**config.mk**
```make
export PLATFORM = sky130hd
export DESIGN_NAME = pmc_mode_ctrl
export DESIGN_NICKNAME = d
export VERILOG_FILES = /design/src/common/pmc_pkg.sv /design/src/rtl/pmc_mode_ctrl.sv /design/src/rtl/pmc_clear_timer.sv
export SDC_FILE = /design/constraint.sdc
export NUM_CORES = 1
export LEC_CHECK = 0
export ABC_AREA = 1
export BUFFER_PORTS_ARGS = -buffer_cell sky130_fd_sc_hd__buf_2
export CORE_MARGIN = 3
export CORE_UTILIZATION = 50
export CTS_CLUSTER_SIZE = 25
export DETAILED_ROUTE_END_ITERATION = 10
export PLACE_DENSITY = 0.76
export SLEW_MARGIN = 10
export SYNTH_ARGS = -nofsm -noshare
export SYNTH_HDL_FRONTEND = slang
export SYNTH_SLANG_ARGS = --single-unit
```
**constraint.sdc**
```tcl
create_clock -name ref_clk -period 1.6 [get_ports ref_clk]
set_input_delay 0.24 -clock ref_clk [delete_from_list [all_inputs] [get_ports ref_clk]]
set_output_delay 0.24 -clock ref_clk [all_outputs]
set_load 0.02 [all_outputs]
```
**src/common/pmc_pkg.sv**
```systemverilog
`default_nettype none
package pmc_pkg;
    // channels served by one logical slave, ports of two channels each
    localparam int NCH = 4;
    localparam int NPORT = 2;

    // register commands
    localparam logic [7:0] REG_PIN_STATUS = 8'h11;
    localparam logic [7:0] REG_OP_MODE = 8'h12;
    localparam logic [7:0] REG_DET_CLS_EN = 8'h14;
    localparam logic [7:0] REG_POWER_ON = 8'h19;

    // reset values
    localparam logic [7:0] OP_MODE_RESET = 8'h00;
    localparam logic [7:0] DET_CLS_RESET = 8'h00;
    localparam logic [7:0] READ_IDLE = 8'h00;

    // field positions
    localparam int PIN_STRAP_LSB = 3;
    localparam int PIN_HALF_BIT = 2;
    localparam int DET_EN_LSB = 0;
    localparam int CLS_EN_LSB = 4;
    localparam int POWER_ON_CMD_LSB = 0;
    localparam int MODE_W = 2;

    // bus address layout
    localparam logic [1:0] ADDR_PREFIX = 2'h1;
    localparam logic [6:0] BCAST_ADDR = 7'h7F;

    typedef enum logic [1:0] {
        MODE_OFF = 2'b00,
        MODE_MANUAL = 2'b01,
        MODE_SEMI = 2'b10,
        MODE_AUTO = 2'b11
    } pmc_mode_e;

    // register clearing window after entry into off mode
    localparam int CLEAR_TIME_US = 5000;
    localparam int CLK_MHZ = 10;
    localparam int CLEAR_CYCLES = CLEAR_TIME_US * CLK_MHZ;
    localparam int CLEAR_CNT_W = 16;
endpackage
`default_nettype wire

```
**src/rtl/pmc_mode_ctrl.sv**
```systemverilog
// Operation
// - pin status bits 6-3 show strap pins; address is 01, straps, half bit.
// - half-select bit at bit 2: 0 for channels 1-4, 1 for 5-8.
// - mode register: two bits per channel, reset zero; off/manual/semi/auto.
// - four-pair port with differing channel modes ignores power-on commands.
// - off mode: no power, no detection, no classification whatever the bits.
// - entering off clears event and fault bits of that channel.
// - entering off clears results, power status, enables, thresholds, foldback.
// - entering off sets two-pair and port four-pair policing to all ones.
// - entering off clears voltage, current and resistance measurements.
// - entering off clears assigned, previous class and autoclass measurements.
// - clearing may take up to 5 ms; busy shown meanwhile.
// - only the channel or port entering off is cleared.
// - power-good or power-enable falling by off entry sets its change event.
// - semi-auto to manual or off cancels a running cooldown.
// - manual mode makes no automatic change; idle until enable or power-on.
// - manual: setting detect or class enable runs exactly one cycle.
// - power-on command turns the channel on at once, no detect or class.
// - manual power-on gets no assigned class; software sets policing.
// - four-pair, one channel enabled: measure it alone, no connection check.
// - four-pair, both detect enables in one write: detect both, then check.
// - four-pair, both class enables in one write: staggered classification.
`timescale 1ns/100ps
`default_nettype none
module pmc_mode_ctrl #(
    parameter logic HALF_SELECT = 1'b0,
    parameter int CLEAR_CYCLES = pmc_pkg::CLEAR_CYCLES
) (
    input wire logic ref_clk,
    input wire logic rst_n,
    input wire logic [3:0] addr_strap_pins,
    input wire logic [6:0] bus_addr,
    input wire logic bus_wr,
    input wire logic bus_rd,
    input wire logic [7:0] bus_cmd,
    input wire logic [7:0] bus_wdata,
    input wire logic [1:0] four_pair_wired,
    input wire logic [3:0] power_good_status,
    input wire logic [3:0] power_enable_status,
    input wire logic [3:0] detect_done,
    input wire logic [3:0] detect_valid,
    input wire logic [3:0] class_done,
    output logic addr_hit,
    output logic [7:0] bus_rdata,
    output logic [7:0] chan_mode_field,
    output logic [3:0] detect_enable_bit,
    output logic [3:0] class_enable_bit,
    output logic [3:0] off_clear,
    output logic [1:0] port_off_clear,
    output logic [3:0] clear_busy,
    output logic [3:0] power_good_change,
    output logic [3:0] power_enable_change,
    output logic [3:0] cooldown_cancel,
    output logic [3:0] detect_start,
    output logic [3:0] class_start,
    output logic [3:0] power_on_start,
    output logic [1:0] conn_check_start
);
    // mode field of one channel
    function automatic pmc_pkg::pmc_mode_e mode_of(input logic [7:0] modes, input int ch);
        mode_of = pmc_pkg::pmc_mode_e'(modes[ch*pmc_pkg::MODE_W +: pmc_pkg::MODE_W]);
    endfunction

    // strap pin synchroniser
    logic [3:0] strap_meta;
    logic [3:0] strap_addr_bits;

    always_ff @(posedge ref_clk) begin
        if (!rst_n) begin
            strap_meta <= 4'h0;
            strap_addr_bits <= 4'h0;
        end else begin
            strap_meta <= addr_strap_pins;
            strap_addr_bits <= strap_meta;
        end
    end

    // address decode
    wire half_select_bit = HALF_SELECT;
    wire [6:0] own_addr = {pmc_pkg::ADDR_PREFIX, strap_addr_bits, half_select_bit};
    wire addr_ok = (bus_addr == own_addr) || (bus_addr == pmc_pkg::BCAST_ADDR);
    wire wr_ok = bus_wr && addr_ok;
    wire rd_ok = bus_rd && addr_ok;
    wire wr_mode = wr_ok && (bus_cmd == pmc_pkg::REG_OP_MODE);
    wire wr_en = wr_ok && (bus_cmd == pmc_pkg::REG_DET_CLS_EN);
    wire wr_power_on_cmd = wr_ok && (bus_cmd == pmc_pkg::REG_POWER_ON);

    // per channel decode
    logic [3:0] enter_off;
    logic [3:0] leave_semi;
    logic [3:0] is_manual;
    logic [3:0] is_off;
    logic [3:0] det_w;
    logic [3:0] cls_w;
    logic [3:0] power_on_cmd_w;
    logic [1:0] mode_mismatch;
    logic [1:0] port_enter_off;

    always_comb begin
        for (int i = 0; i < pmc_pkg::NCH; i++) begin
            enter_off[i] = wr_mode && mode_of(bus_wdata, i) == pmc_pkg::MODE_OFF
                && mode_of(chan_mode_field, i) != pmc_pkg::MODE_OFF;
            leave_semi[i] = wr_mode && mode_of(chan_mode_field, i) == pmc_pkg::MODE_SEMI
                && (mode_of(bus_wdata, i) == pmc_pkg::MODE_MANUAL
                || mode_of(bus_wdata, i) == pmc_pkg::MODE_OFF);
            is_manual[i] = mode_of(chan_mode_field, i) == pmc_pkg::MODE_MANUAL;
            is_off[i] = mode_of(chan_mode_field, i) == pmc_pkg::MODE_OFF;
            det_w[i] = wr_en && bus_wdata[pmc_pkg::DET_EN_LSB + i];
            cls_w[i] = wr_en && bus_wdata[pmc_pkg::CLS_EN_LSB + i];
            power_on_cmd_w[i] = wr_power_on_cmd && bus_wdata[pmc_pkg::POWER_ON_CMD_LSB + i];
        end
        for (int p = 0; p < pmc_pkg::NPORT; p++) begin
            mode_mismatch[p] = four_pair_wired[p]
                && mode_of(chan_mode_field, 2*p) != mode_of(chan_mode_field, 2*p+1);
            port_enter_off[p] = enter_off[2*p] || enter_off[2*p+1];
        end
    end

    // four-pair pairing of requests within one write
    logic [1:0] both_det;
    logic [1:0] both_cls;
    logic [1:0] cc_pend;
    logic [1:0] stagger_wait;
    logic [3:0] det_ok;
    logic [1:0] next_cc_pend;
    logic [1:0] next_stagger_wait;
    logic [3:0] next_det_ok;
    logic [1:0] next_conn_check;
    logic [3:0] next_class_start;
    logic [3:0] next_detect_start;
    logic [3:0] next_power_on;

    always_comb begin
        for (int p = 0; p < pmc_pkg::NPORT; p++) begin
            both_det[p] = four_pair_wired[p] && det_w[2*p] && det_w[2*p+1]
                && is_manual[2*p] && is_manual[2*p+1];
            both_cls[p] = four_pair_wired[p] && cls_w[2*p] && cls_w[2*p+1]
                && is_manual[2*p] && is_manual[2*p+1];
        end
        for (int i = 0; i < pmc_pkg::NCH; i++) begin
            next_detect_start[i] = det_w[i] && is_manual[i];
            // refused silently: off channel or four-pair port with mixed modes
            next_power_on[i] = power_on_cmd_w[i] && !is_off[i]
                && !mode_mismatch[i/2] && !enter_off[i];
            // a new detect request forgets the last result
            if (det_w[i] || enter_off[i]) begin
                next_det_ok[i] = 1'b0;
            end else if (detect_done[i]) begin
                next_det_ok[i] = detect_valid[i];
            end else begin
                next_det_ok[i] = det_ok[i];
            end
        end
        for (int p = 0; p < pmc_pkg::NPORT; p++) begin
            // second channel of a staggered pair starts after the first is done
            next_class_start[2*p] = cls_w[2*p] && is_manual[2*p];
            next_class_start[2*p+1] = (cls_w[2*p+1] && is_manual[2*p+1] && !both_cls[p])
                || (stagger_wait[p] && class_done[2*p] && is_manual[2*p+1]);
            next_conn_check[p] = cc_pend[p] && det_ok[2*p] && det_ok[2*p+1];
            // check waits for two valid detections, dropped on an invalid one
            if (port_enter_off[p] || both_det[p]) begin
                next_cc_pend[p] = both_det[p] && !port_enter_off[p];
            end else if (next_conn_check[p]) begin
                next_cc_pend[p] = 1'b0;
            end else if ((detect_done[2*p] && !detect_valid[2*p])
                || (detect_done[2*p+1] && !detect_valid[2*p+1])) begin
                next_cc_pend[p] = 1'b0;
            end else begin
                next_cc_pend[p] = cc_pend[p];
            end
            if (port_enter_off[p]) begin
                next_stagger_wait[p] = 1'b0;
            end else if (both_cls[p]) begin
                next_stagger_wait[p] = 1'b1;
            end else if (class_done[2*p]) begin
                next_stagger_wait[p] = 1'b0;
            end else begin
                next_stagger_wait[p] = stagger_wait[p];
            end
        end
    end

    // register file
    logic [7:0] det_cls_en;
    logic [7:0] next_det_cls_en;
    logic [7:0] next_rdata;

    always_comb begin
        next_det_cls_en = wr_en ? bus_wdata : det_cls_en;
        // off entry wins over enable bits of the same write
        for (int i = 0; i < pmc_pkg::NCH; i++) begin
            if (enter_off[i]) begin
                next_det_cls_en[pmc_pkg::DET_EN_LSB + i] = 1'b0;
                next_det_cls_en[pmc_pkg::CLS_EN_LSB + i] = 1'b0;
            end
        end
    end

    always_comb begin
        next_rdata = pmc_pkg::READ_IDLE;
        if (bus_cmd == pmc_pkg::REG_PIN_STATUS) begin
            next_rdata[pmc_pkg::PIN_STRAP_LSB +: 4] = strap_addr_bits;
            next_rdata[pmc_pkg::PIN_HALF_BIT] = half_select_bit;
        end else if (bus_cmd == pmc_pkg::REG_OP_MODE) begin
            next_rdata = chan_mode_field;
        end else if (bus_cmd == pmc_pkg::REG_DET_CLS_EN) begin
            next_rdata = det_cls_en;
        end
    end

    always_ff @(posedge ref_clk) begin
        if (!rst_n) begin
            chan_mode_field <= pmc_pkg::OP_MODE_RESET;
        end else if (wr_mode) begin
            chan_mode_field <= bus_wdata;
        end
    end

    always_ff @(posedge ref_clk) begin
        if (!rst_n) begin
            bus_rdata <= pmc_pkg::READ_IDLE;
        end else if (rd_ok) begin
            bus_rdata <= next_rdata;
        end
    end

    always_ff @(posedge ref_clk) begin
        if (!rst_n) begin
            det_cls_en <= pmc_pkg::DET_CLS_RESET;
            addr_hit <= 1'b0;
        end else begin
            det_cls_en <= next_det_cls_en;
            addr_hit <= addr_ok;
        end
    end

    always_ff @(posedge ref_clk) begin
        if (!rst_n) begin
            detect_enable_bit <= 4'h0;
            class_enable_bit <= 4'h0;
        end else begin
            detect_enable_bit <= next_det_cls_en[pmc_pkg::DET_EN_LSB +: 4];
            class_enable_bit <= next_det_cls_en[pmc_pkg::CLS_EN_LSB +: 4];
        end
    end

    // off entry and cooldown cancel strobes to the owning register banks
    always_ff @(posedge ref_clk) begin
        if (!rst_n) begin
            off_clear <= 4'h0;
            port_off_clear <= 2'h0;
            power_good_change <= 4'h0;
            power_enable_change <= 4'h0;
            cooldown_cancel <= 4'h0;
        end else begin
            off_clear <= enter_off;
            port_off_clear <= port_enter_off;
            power_good_change <= enter_off & power_good_status;
            power_enable_change <= enter_off & power_enable_status;
            cooldown_cancel <= leave_semi;
        end
    end

    // manual sequencing strobes
    always_ff @(posedge ref_clk) begin
        if (!rst_n) begin
            detect_start <= 4'h0;
            class_start <= 4'h0;
            power_on_start <= 4'h0;
            conn_check_start <= 2'h0;
        end else begin
            detect_start <= next_detect_start;
            class_start <= next_class_start;
            power_on_start <= next_power_on;
            conn_check_start <= next_conn_check;
        end
    end

    // pairing state of four-pair requests
    always_ff @(posedge ref_clk) begin
        if (!rst_n) begin
            cc_pend <= 2'h0;
            stagger_wait <= 2'h0;
            det_ok <= 4'h0;
        end else begin
            cc_pend <= next_cc_pend;
            stagger_wait <= next_stagger_wait;
            det_ok <= next_det_ok;
        end
    end

    // clearing window per channel
    for (genvar g = 0; g < pmc_pkg::NCH; g++) begin : g_clear
        pmc_clear_timer #(
            .CYCLES(CLEAR_CYCLES)
        ) u_timer (
            .ref_clk(ref_clk),
            .rst_n(rst_n),
            .start(enter_off[g]),
            .busy(clear_busy[g])
        );
    end
endmodule
`default_nettype wire

```
**src/rtl/pmc_clear_timer.sv**
```systemverilog
`timescale 1ns/100ps
`default_nettype none
module pmc_clear_timer #(
    parameter int CYCLES = pmc_pkg::CLEAR_CYCLES
) (
    input wire logic ref_clk,
    input wire logic rst_n,
    input wire logic start,
    output logic busy
);
    localparam logic [pmc_pkg::CLEAR_CNT_W-1:0] LAST =
        pmc_pkg::CLEAR_CNT_W'(CYCLES - 1);
    localparam logic [pmc_pkg::CLEAR_CNT_W-1:0] ZERO = '0;
    localparam logic [pmc_pkg::CLEAR_CNT_W-1:0] ONE = 16'h0001;

    logic [pmc_pkg::CLEAR_CNT_W-1:0] count;
    logic [pmc_pkg::CLEAR_CNT_W-1:0] next_count;
    logic next_busy;

    // restart on a new entry while still busy
    assign next_busy = start ? 1'b1 : (busy && count != LAST);
    assign next_count = start ? ZERO : (busy ? count + ONE : ZERO);

    always_ff @(posedge ref_clk) begin
        if (!rst_n) begin
            busy <= 1'b0;
            count <= ZERO;
        end else begin
            busy <= next_busy;
            count <= next_count;
        end
    end
endmodule
`default_nettype wire

```
; ---- After elaboration in Yosys (flattened, before gate mapping)
; Index checks and enable logic that the tools add are counted.
[word_totals]
register_bits = 149
inputBits = 53
wordCells = 248
[op_classes]
eq_ne = 24
add_sub_neg = 4
mux = 28
bitwise = 7
reduce_logical = 152
[ops]
columns = op, n
row1 = 1-bit logical AND, 91
row2 = "16-bit by 1-bit adder with 16-bit output, second input constant", 4
row3 = "16-bit inequality test, second input constant", 4
row4 = "8-bit by 5-bit == test with 1-bit output, second input constant", 4
row5 = 8-bit 2-to-1 mux, 3
row6 = 1-bit 2-to-1 mux, 23
row7 = 1-bit zero test, 18
row8 = 1-bit logical OR, 17
row9 = "2-bit by 1-bit == test with 1-bit output, second input constant", 8
row10 = 2-bit zero test, 8
row11 = 2-bit nonzero test, 6
row12 = 2-bit OR reduction, 6
row13 = 3-bit OR reduction, 4
row14 = 4-bit bitwise AND, 2
row15 = "2-bit == test, second input constant", 4
row16 = 7-bit by 6-bit == test with 1-bit output, 1
row17 = "7-bit == test, second input constant", 1
row18 = 3-bit nonzero test, 2
row19 = 5-bit 2-to-1 mux, 1
row20 = 1-bit NOT, 5
row21 = 2-bit inequality test, 2
row22 = 2-bit 2-to-1 mux, 1

; ---- Depth between registers and ports, before layout
; Gate-level depths: netlist of the first run.
[logic_depth]
depth_word = 12
mapped_depth = 14
ltp_nobuf = 12

; ---- Modules after synthesis
; A second synthesis of the first run with hierarchy kept.
[hier_totals]
hier_cells = 944
area_unflattened_um2 = 6429.9
[modules_own_cells]
columns = mod, cells_per_inst, instances, area_each_um2
row1 = pmc_clear_timer, 134, 4, 857.1
row2 = pmc_mode_ctrl, 408, 1, 3001.6

; ---- Least setup slack after synthesis of the first run
; Ideal clock, no wire load.
[synth_timing]
path_kind = register to register
start = reg g_clear[3].u_timer.count[0] (netlist bit)
end = reg g_clear[3].u_timer.count[14] (netlist bit)
required_ns = 1.536
t_arrival_ns = 1.510
period_less_slack_ns = 1.574
path_slack_ns = 0.026
stages_incl_launch_ff = 11
cell_sequence = dfxtp_1 > ha_1 > nand3_2 > nor2_1 > nand3_1 > nor2_1 > nand3_1 > nor2_1 > xor2_1 > inv_1 > nor2_1
[synth_via]
elab_chain_cells = 1
[synth_lines]
columns = element, line_no
row1 = start: declaration, pmc_clear_timer.sv:16  ; logic [pmc_pkg::CLEAR_CNT_W-1:0] count;
row2 = start signal: assignment, pmc_clear_timer.sv:30  ; count <= next_count;
row3 = 16-bit by 1-bit adder with 16-bit output, pmc_clear_timer.sv:22  ; assign next_count = start ? ZERO : (busy ? count + ONE : ZERO);
; Every way passes these cells.
; A chain may end at the register's enable or synchronous reset.

; ---- Final worst setup path of the first run
[layout_timing]
start = reg strap_addr_bits[1]
end = reg g_clear[0].u_timer.count[3] (netlist bit)
[layout_via]
elab_chain_cells = 7
[layout_lines]
columns = element, line_no
row1 = start: declaration, pmc_mode_ctrl.sv:66  ; logic [3:0] strap_addr_bits;
row2 = start signal: assignment, pmc_mode_ctrl.sv:74  ; strap_addr_bits <= strap_meta;
row3 = 7-bit by 6-bit == test with 1-bit output, pmc_mode_ctrl.sv:81  ; wire addr_ok = (bus_addr == own_addr) || (bus_addr == pmc_pkg::BCAST_ADDR);
row4 = 1-bit logical OR, pmc_mode_ctrl.sv:81
row5 = 1-bit logical AND, pmc_mode_ctrl.sv:82  ; wire wr_ok = bus_wr && addr_ok;
row6 = 1-bit logical AND, pmc_mode_ctrl.sv:84  ; wire wr_mode = wr_ok && (bus_cmd == pmc_pkg::REG_OP_MODE);
row7 = 1-bit logical AND, pmc_mode_ctrl.sv:101  ; enter_off[i] = wr_mode && mode_of(bus_wdata, i) == pmc_pkg::MODE_OFF
row8 = 1-bit logical AND, pmc_mode_ctrl.sv:102  ; && mode_of(chan_mode_field, i) != pmc_pkg::MODE_OFF;
row9 = 3-bit OR reduction (no line), -
row10 = end signal: assignment, pmc_clear_timer.sv:30
row11 = end: declaration, pmc_clear_timer.sv:16
; Every way passes these cells.

==> out/metrics.csv, run 1 <==
stage,metric,value,unit
detailed_routing,routed_wl,16400,um
timing,tightest_slew,679,ps
timing,clock_skew,4.85,ps
die,start_util,51.5,%
setup_path,crit_path_cell_trace,inv_1 -> nand2_1 -> nand2_1 -> nand2_1 -> nor2_1 -> nand2_2 -> nand2_4 -> nand3_4 -> inv_6 -> nand2_4 -> nand3_4 -> clkbuf_16 -> nor2_1,
setup_path,slowest_stage,dfxtp_2,
placed_design,portBuffers,111,
detailed_routing,viasPerCell,5.06,
global_route,grt_max_degree,23,
synth,synth-seq-cells,141,
hold_path,min_path_type,input port to flip-flop,
final_layout,seqCellArea,0.00283,mm^2
setup_path,crit_buf_inv,3,
power,powerDensity,969,mW/mm^2
placed_design,gp_congestion,0.877,
global_route,grt-ovfl-total,0,
setup_path,cp.arrival,1990,ps
final_layout,drive_above_1_share,36.7,%
detailed_routing,drc,0,
run,maxCapViolations,0,
die,die_height,115,um
die,pin_count,114,
final_layout,fillers,845,
synth,syn-instance-count,774,
synth,synth_cell_types,36,
timing,fin_setup_tns,-1780,ps
setup_path,cp_common_cell,nand2_1,
run_status,status,"complete, but fails checks",
setup_path,worstPathMaxFanout,8,
run_status,violations,negative setup slack,
synth,syn_nets,831,
die,core-area,0.0115,mm^2
final_layout,nets,1030,
clock_network,numCtsBuffers,17,
placed_design,dp_slack,-54.3,ps
setup_path,max_stage_delay,330,ps
detailed_routing,vias,5710,
synth,seq_area_frac_synth,47.6,%
detailed_routing,ant_nets,0,
die,dieWidth,115,um
die,row_count,39,
synth,yosys_warnings,0,
synth,syn_avg_cell_area,7.66,um^2
clock_network,cts_root_buf,clkbuf_16,
timing,period_share,105,%
clock_network,clk_pin_slew,60,ps
detailed_routing,routedWlPerCell,14.5,um
detailed_routing,drtIter0Drc,384,
timing,slew_headroom,54.4,%
setup_path,path_class,flip-flop to flip-flop,
timing,fmax,596,MHz
die,die_area,0.0132,mm^2
global_route,grt.total_usage,23.0,%
power,p_leak,3.54,nW
timing,drv_slew,0,
final_layout,antenna_cells,0,
timing,setup_violations,47,
setup_path,cp-end-kind,flip-flop,
setup_path,crit_path_start_kind,flip-flop,
placed_design,post-dp-hpwl,10600,um
global_route,antenna_found_initial,0,
clock_network,clockBufferDepth,2,
clock_network,clock-sinks,141,
detailed_routing,drtPass1Iterations,5,
final_layout,multi_input_area,0.00306,mm^2
timing,finalHoldViolCount,0,
global_route,grt_pass1_wl,24100,um
power,ir_drop,0.990,mV
final_layout,area_growth,42.3,%
clock_network,htree_levels,4,
setup_path,cp_top_family,simple AND/OR/NAND/NOR gates,
timing,layout_min_cycle_time,1680,ps
clock_network,worstSkewPairLatency,420,ps
setup_path,required,1910,ps
timing,rsz0062_at_grt,yes,
timing,finalWorstSetupSlack,-78.3,ps
global_route,grt_pass1_vias,5170,
synth,synth.cell_area,0.00593,mm^2
clock_network,cts_tree,yes,
worst min-delay path, delay by kind of cell:
family                 cells  cell delay, ps
buffers and inverters      2             120
and+or+nand+nor            1              50
Yosys cell counts, drive strengths merged:
library cell  count  area (um^2)
clkbuf            4         15.0
dfxtp           141         2820
nor2            120          463
xnor2            14          123
a21oi            43          215
or2              10         62.6
nand3            45          273
o21ai            23          115
nand4            23          150
a21o              1         7.51
inv             113          424
ha                4         50.1
xor2             31          272
o2111ai           1         8.76
clkinv            1         3.75
o211ai            3         22.5
nor4              6         37.5
nor3b             1         7.51
nand3b            2         15.0
nor3             33          165
buf              14          113
a211oi            3         22.5
nand2           138          543
logic make-up after synthesis:
| kind of cell | Yosys count | share of synthesized area, % |
|---|---|---|
| xor gates and xnor gates | 45 | 6.65 |
| and+or+nand+nor | 378 | 28.9 |
| DFF | 141 | 47.6 |
| AOI/OAI and AO/OA | 74 | 6.60 |
| adders and majority gates | 4 | 0.844 |
| buffers and inverters | 132 | 9.37 |
flip-flops by register name, summed over array words and instances, names as in the netlist, 4 cells and up:
| name | flops |
|---|---|
| bus_rdata | 8 |
| chan_mode_field | 8 |
| class_start | 4 |
| cooldown_cancel | 4 |
| det_cls_en | 8 |
| det_ok | 4 |
| detect_start | 4 |
| g_clear.u_timer.busy | 4 |
| g_clear.u_timer.count | 64 |
| off_clear | 4 |
| power_enable_change | 4 |
| power_good_change | 4 |
| power_on_start | 4 |
| strap_addr_bits | 4 |
| strap_meta | 4 |
cell usage in the layout (no fill, tap or decap), drive strengths merged, types with 31 or more instances in the layout:
cell type / instances
nor2: 120
nand2: 139
a21oi: 43
inv: 112
buf: 190
xor2: 31
nor3: 33
nand3: 47
dfxtp: 141
repair_timing:
action | in CTS | in global routing
hold endpoints to repair | 3 | 0
setup endpoints to repair | 21 | 123
setup buffers | 8 | 19
hold buffers | 3 | 0
resized for setup | 10 | 137
cloned | 0 | 6
pin swaps | 5 | 33
report_power, final:
part | total, mW | leakage (nW) | switching (mW) | internal [mW]
registers | 3.54 | 1.14 | 0.00938 | 3.53
clock network | 4.38 | 0.322 | 1.45 | 2.93
logic | 0.257 | 2.08 | 0.150 | 0.107
area by class of cell:
cell class / count / share of cell area [%]
Inverter: 114 / 5.20
Clock inverter: 10 / 2.18
Timing Repair inverter: 1 / 0.0889
Multi-Input combinational cell: 504 / 36.3
Sequential cell: 141 / 33.6
Timing Repair Buffer: 194 / 14.8
Clock buffer: 22 / 5.74
Tap cell: 143 / 2.12
worst paths after layout:
path	start	to	slack, ps	cells after the start
hold reg to reg	strap_meta[0]	strap_addr_bits[0]	420	2
hold / removal	addr_strap_pins[1]	strap_meta[1]	20	3
setup reg to reg	strap_addr_bits[1]	g_clear[0].u_timer.count[3]	-80	13
setup / recovery	strap_addr_bits[1]	g_clear[0].u_timer.count[3]	-80	13
metal layers:
layer	GRT usage, %	routed length [um]	up-vias	part of all wire [%]
met1	28.4	6820	2619	42
li1	-	-	2863	-
met3	7.84	1210	19	7.4
met5	0	0	-	0
met2	38.1	8080	209	49
met4	6.89	250	0	1.5
per-stage QoR:
stage               std cells  util [%]  area [um^2]  power, mW  hold WS [ps]
floorplan                 774         -         5930       3.70           319
global placement         1061      60.4         6960       3.83           393
detailed placement       1061      60.4         6960       3.83           400
CTS                      1104      67.3         7750       8.21         0.493
global route             1129      73.3         8440       8.42          9.74
finish                   1129      73.3         8440       8.18          19.5
Note: power is estimated with default switching activity, not from simulation.
==> run 2: changes to the inputs <==
Settings changed: ABC_AREA 1 to 0.
==> out/metrics.csv, run 2 <==
stage,metric,value,unit,change
power,p_leak,3.45,nW,-2.6%
detailed_routing,drtIter0Drc,333,,-13%
setup_path,ff2ff_path_depth,7,,-6
setup_path,max_stage_delay,380,ps,+50 ps
hold_path,hp-start,addr_strap_pins[1],,
final_layout,nets,877,,-15%
timing,clock_skew,5.86,ps,+1.00 ps
timing,period_share,115,%,+10 points
setup_path,crit_path_start_kind,flip-flop,,
power,ir_drop,0.896,mV,-9.5%
synth,syn_nets,698,,-16%
setup_path,required,1930,ps,+20 ps
setup_path,crit_path_cell_trace,xor2_2 -> nor4_4 -> a32oi_4 -> buf_6 -> o21ai_2 -> buf_6 -> nor4bb_2,,
synth,synth_area_leaders,"dfxtp_1, nor2_1, xnor2_1, xor2_1, mux2i_1",,
final_layout,final_cell_mix,"dfxtp_1, buf_2, nor2_1",,
synth,synth_cell_types,55,,+53%
final_layout,antenna_cells,0,,unchanged
detailed_routing,drtPass1Iterations,6,,+1
setup_path,cp-end-kind,flip-flop,,
power,powerDensity,926,mW/mm^2,-4.4%
clock_network,cts_root_buf,clkbuf_16,,
die,die_area,0.0132,mm^2,+0.12%
final_layout,multi_input_area,0.00334,mm^2,+9.1%
setup_path,cp_common_cell,buf_6,,
final_layout,largest_register,g_clear.u_timer.count,,
timing,fmax,542,MHz,-9.0%
setup_path,worstPathMaxFanout,8,,unchanged
synth,synth_most_common_cell,dfxtp_1,,
run,maxCapViolations,0,,unchanged
detailed_routing,routed_wl,16900,um,+3.5%
synth,syn_avg_cell_area,9.26,um^2,+21%
die,start_util,51.6,%,+0.065 points
clock_network,worstSkewPairLatency,420,ps,about the same
clock_network,numCtsBuffers,17,,unchanged
synth,syn-instance-count,641,,-17%
detailed_routing,vias,5464,,-4.3%
placed_design,placed_area,0.00712,mm^2,+2.3%
detailed_routing,drc,0,,unchanged
final_layout,seqCellArea,0.00283,mm^2,-0.18%
timing,slew_headroom,63.2,%,+8.8 points
synth,synthTopCellsByCount,"dfxtp_1, nor2_1, xnor2_1",,
synth,seq_area_frac_synth,47.5,%,-0.060 points
synth,synth-edff-count,0,,unchanged
timing,tightest_slew,552,ps,-127 ps
clock_network,clk_pin_slew,60,ps,about the same
clock_network,htree_levels,4,,unchanged
final_layout,fillers,797,,-5.7%
clock_network,clockBufferDepth,2,,unchanged
placed_design,post-dp-hpwl,11600,um,+9.4%
final_layout,drive_above_1_share,34.6,%,-2.1 points
detailed_routing,ant_nets,0,,unchanged
final_layout,area_growth,39.3,%,
synth,yosys_warnings,0,,unchanged
global_route,grt_max_degree,27,,+17%
run_status,status,"complete, but fails checks",,
synth,synth.cell_area,0.00594,mm^2,+0.13%
synth,synth_top_area_share,47.5,%,-0.060 points
synth,synth-seq-cells,141,,unchanged
detailed_routing,viasPerCell,5.60,,+11%
hold_path,min_to,strap_meta[1],,
setup_path,ff2ff_setup_slack,-240,ps,-170 ps
placed_design,dp_slack,-667,ps,-613 ps
timing,whs,23.2,ps,+3.67 ps
setup_path,r2r_start,strap_addr_bits[1],,
final_layout,postLayoutCellArea,0.00827,mm^2,-2.0%
global_route,grt_pass1_vias,5289,,+2.3%
placed_design,portBuffers,111,,unchanged
run_status,violations,negative setup slack,,
placed_design,gp_congestion,0.843,,-3.9%
global_route,grt_pass1_wl,25800,um,+7.3%
timing,finalWorstSetupSlack,-244,ps,-166 ps
hold_path,holdPathStages,2,,-1
synth,yosys.area.top_type,dfxtp_1,,
setup_path,reg2reg_to,power_on_start[2],,
clock_network,cts_tree,yes,,
global_route,grt.total_usage,24.8,%,+1.8 points
setup_path,slowest_stage,dfxtp_1,,
final_layout,mostFrequentLayoutCell,dfxtp_1,,
timing,drv_slew,0,,unchanged
die,pin_count,114,,unchanged
detailed_routing,routedWlPerCell,17.4,um,+20%
timing,setup_violations,127,,+170%
die,row_count,39,,unchanged
power,power,7.66,mW,-6.3%
global_route,antenna_found_initial,1,,+1
die,core-area,0.0115,mm^2,unchanged
timing,finalHoldViolCount,0,,unchanged
timing,rsz0062_at_grt,yes,,
hold_path,min_path_type,input port to flip-flop,,
die,dieWidth,115,um,about the same
synth,synth_ff_type,dfxtp_1,,
final_layout,largest_register_ffs,64,,unchanged
die,die_height,115,um,about the same
timing,layout_min_cycle_time,1840,ps,+166 ps
setup_path,cp.arrival,2170,ps,+180 ps
setup_path,path_class,flip-flop to flip-flop,,
clock_network,clock-sinks,141,,unchanged
global_route,grt-ovfl-total,0,,unchanged
synth,async_flop_share,0,%,unchanged
## run 2: cell types whose count changed after synthesis, sizes merged, moves of 19 or more
cell	delta
a21oi	-37
and3	+24
inv	-96
nor3	-23
mux2i	+22
xnor2	+19
nand2	-107
## run 2: worst max path at each step
stage	cells past startpoint	slack (ps)	endpoint	from
6_report	7	-240	power_on_start[2]	strap_addr_bits[1]
5_1_grt	7	-310	power_on_start[3]	strap_addr_bits[1]
4_1_cts	6	-220	cooldown_cancel[0]	strap_addr_bits[3]
3_5_place_dp	5	-670	power_on_start[3]	bus_cmd[5]
3_3_place_gp	5	-590	power_on_start[3]	bus_cmd[5]
2_1_floorplan	8	-420	g_clear[1].u_timer.count[13]	bus_cmd[5]
## run 2: timing repair
action / 4_1_cts / 5_1_grt
pin swaps: 17 / 20
hold buffers: 0 / 0
cloned: 0 / 0
endpoints found under the setup margin: 131 / 131
setup buffers: 8 / 8
gates resized for setup: 57 / 51
## run 2: critical path, delay by kind of cell (launching register included)
kind                   cells  cell delay (ps)
AO/OA/AOI/OAI              2              390
flip-flops                 1              380
buffers and inverters      2              370
XOR/XNOR                   1              240
AND/OR/NAND/NOR            2              370
## run 2: logic make-up after synthesis
group / count (synthesis) / share of synthesized area [%]
and+or+nand+nor: 312 / 28.4
buffers and inverters: 42 / 3.27
DFF: 141 / 47.5
xor gates and xnor gates: 64 / 9.44
AOI/OAI and AO/OA: 56 / 6.83
adders and majority gates: 4 / 0.843
muxes: 22 / 3.71
## run 2: power breakdown
group	internal, mW	switching [mW]
Sequential	3.53	0.0105
Clock	2.23	1.54
Combinational	0.163	0.193
Total	5.92	1.74
## run 2: final cells by class
cell class | instances | share of cell area (%)
Multi-Input combinational cell | 458 | 40.4
Sequential cell | 141 | 34.2
Timing Repair Buffer | 185 | 15.5
Clock buffer | 20 | 5.52
Tap cell | 143 | 2.16
Clock inverter | 12 | 1.38
Inverter | 17 | 0.772
## run 2: through the flow
step / cells / setup TNS [ps] / utilization, %
after floorplan: 641 / -32170 / -
after global placement: 931 / -54880 / 61.8
after detailed placement: 931 / -60730 / 61.8
after CTS: 971 / -16880 / 69.7
after global routing: 976 / -30320 / 71.8
final: 976 / -20450 / 71.8
## run 2: layer usage
layer	track usage (%)	vias up	part of all wire [%]
met3	6.37	53	5.6
met4	10.2	2	3.4
met5	0	-	0.041
met1	29.9	2635	42
met2	42.2	190	49
li1	-	2584	-
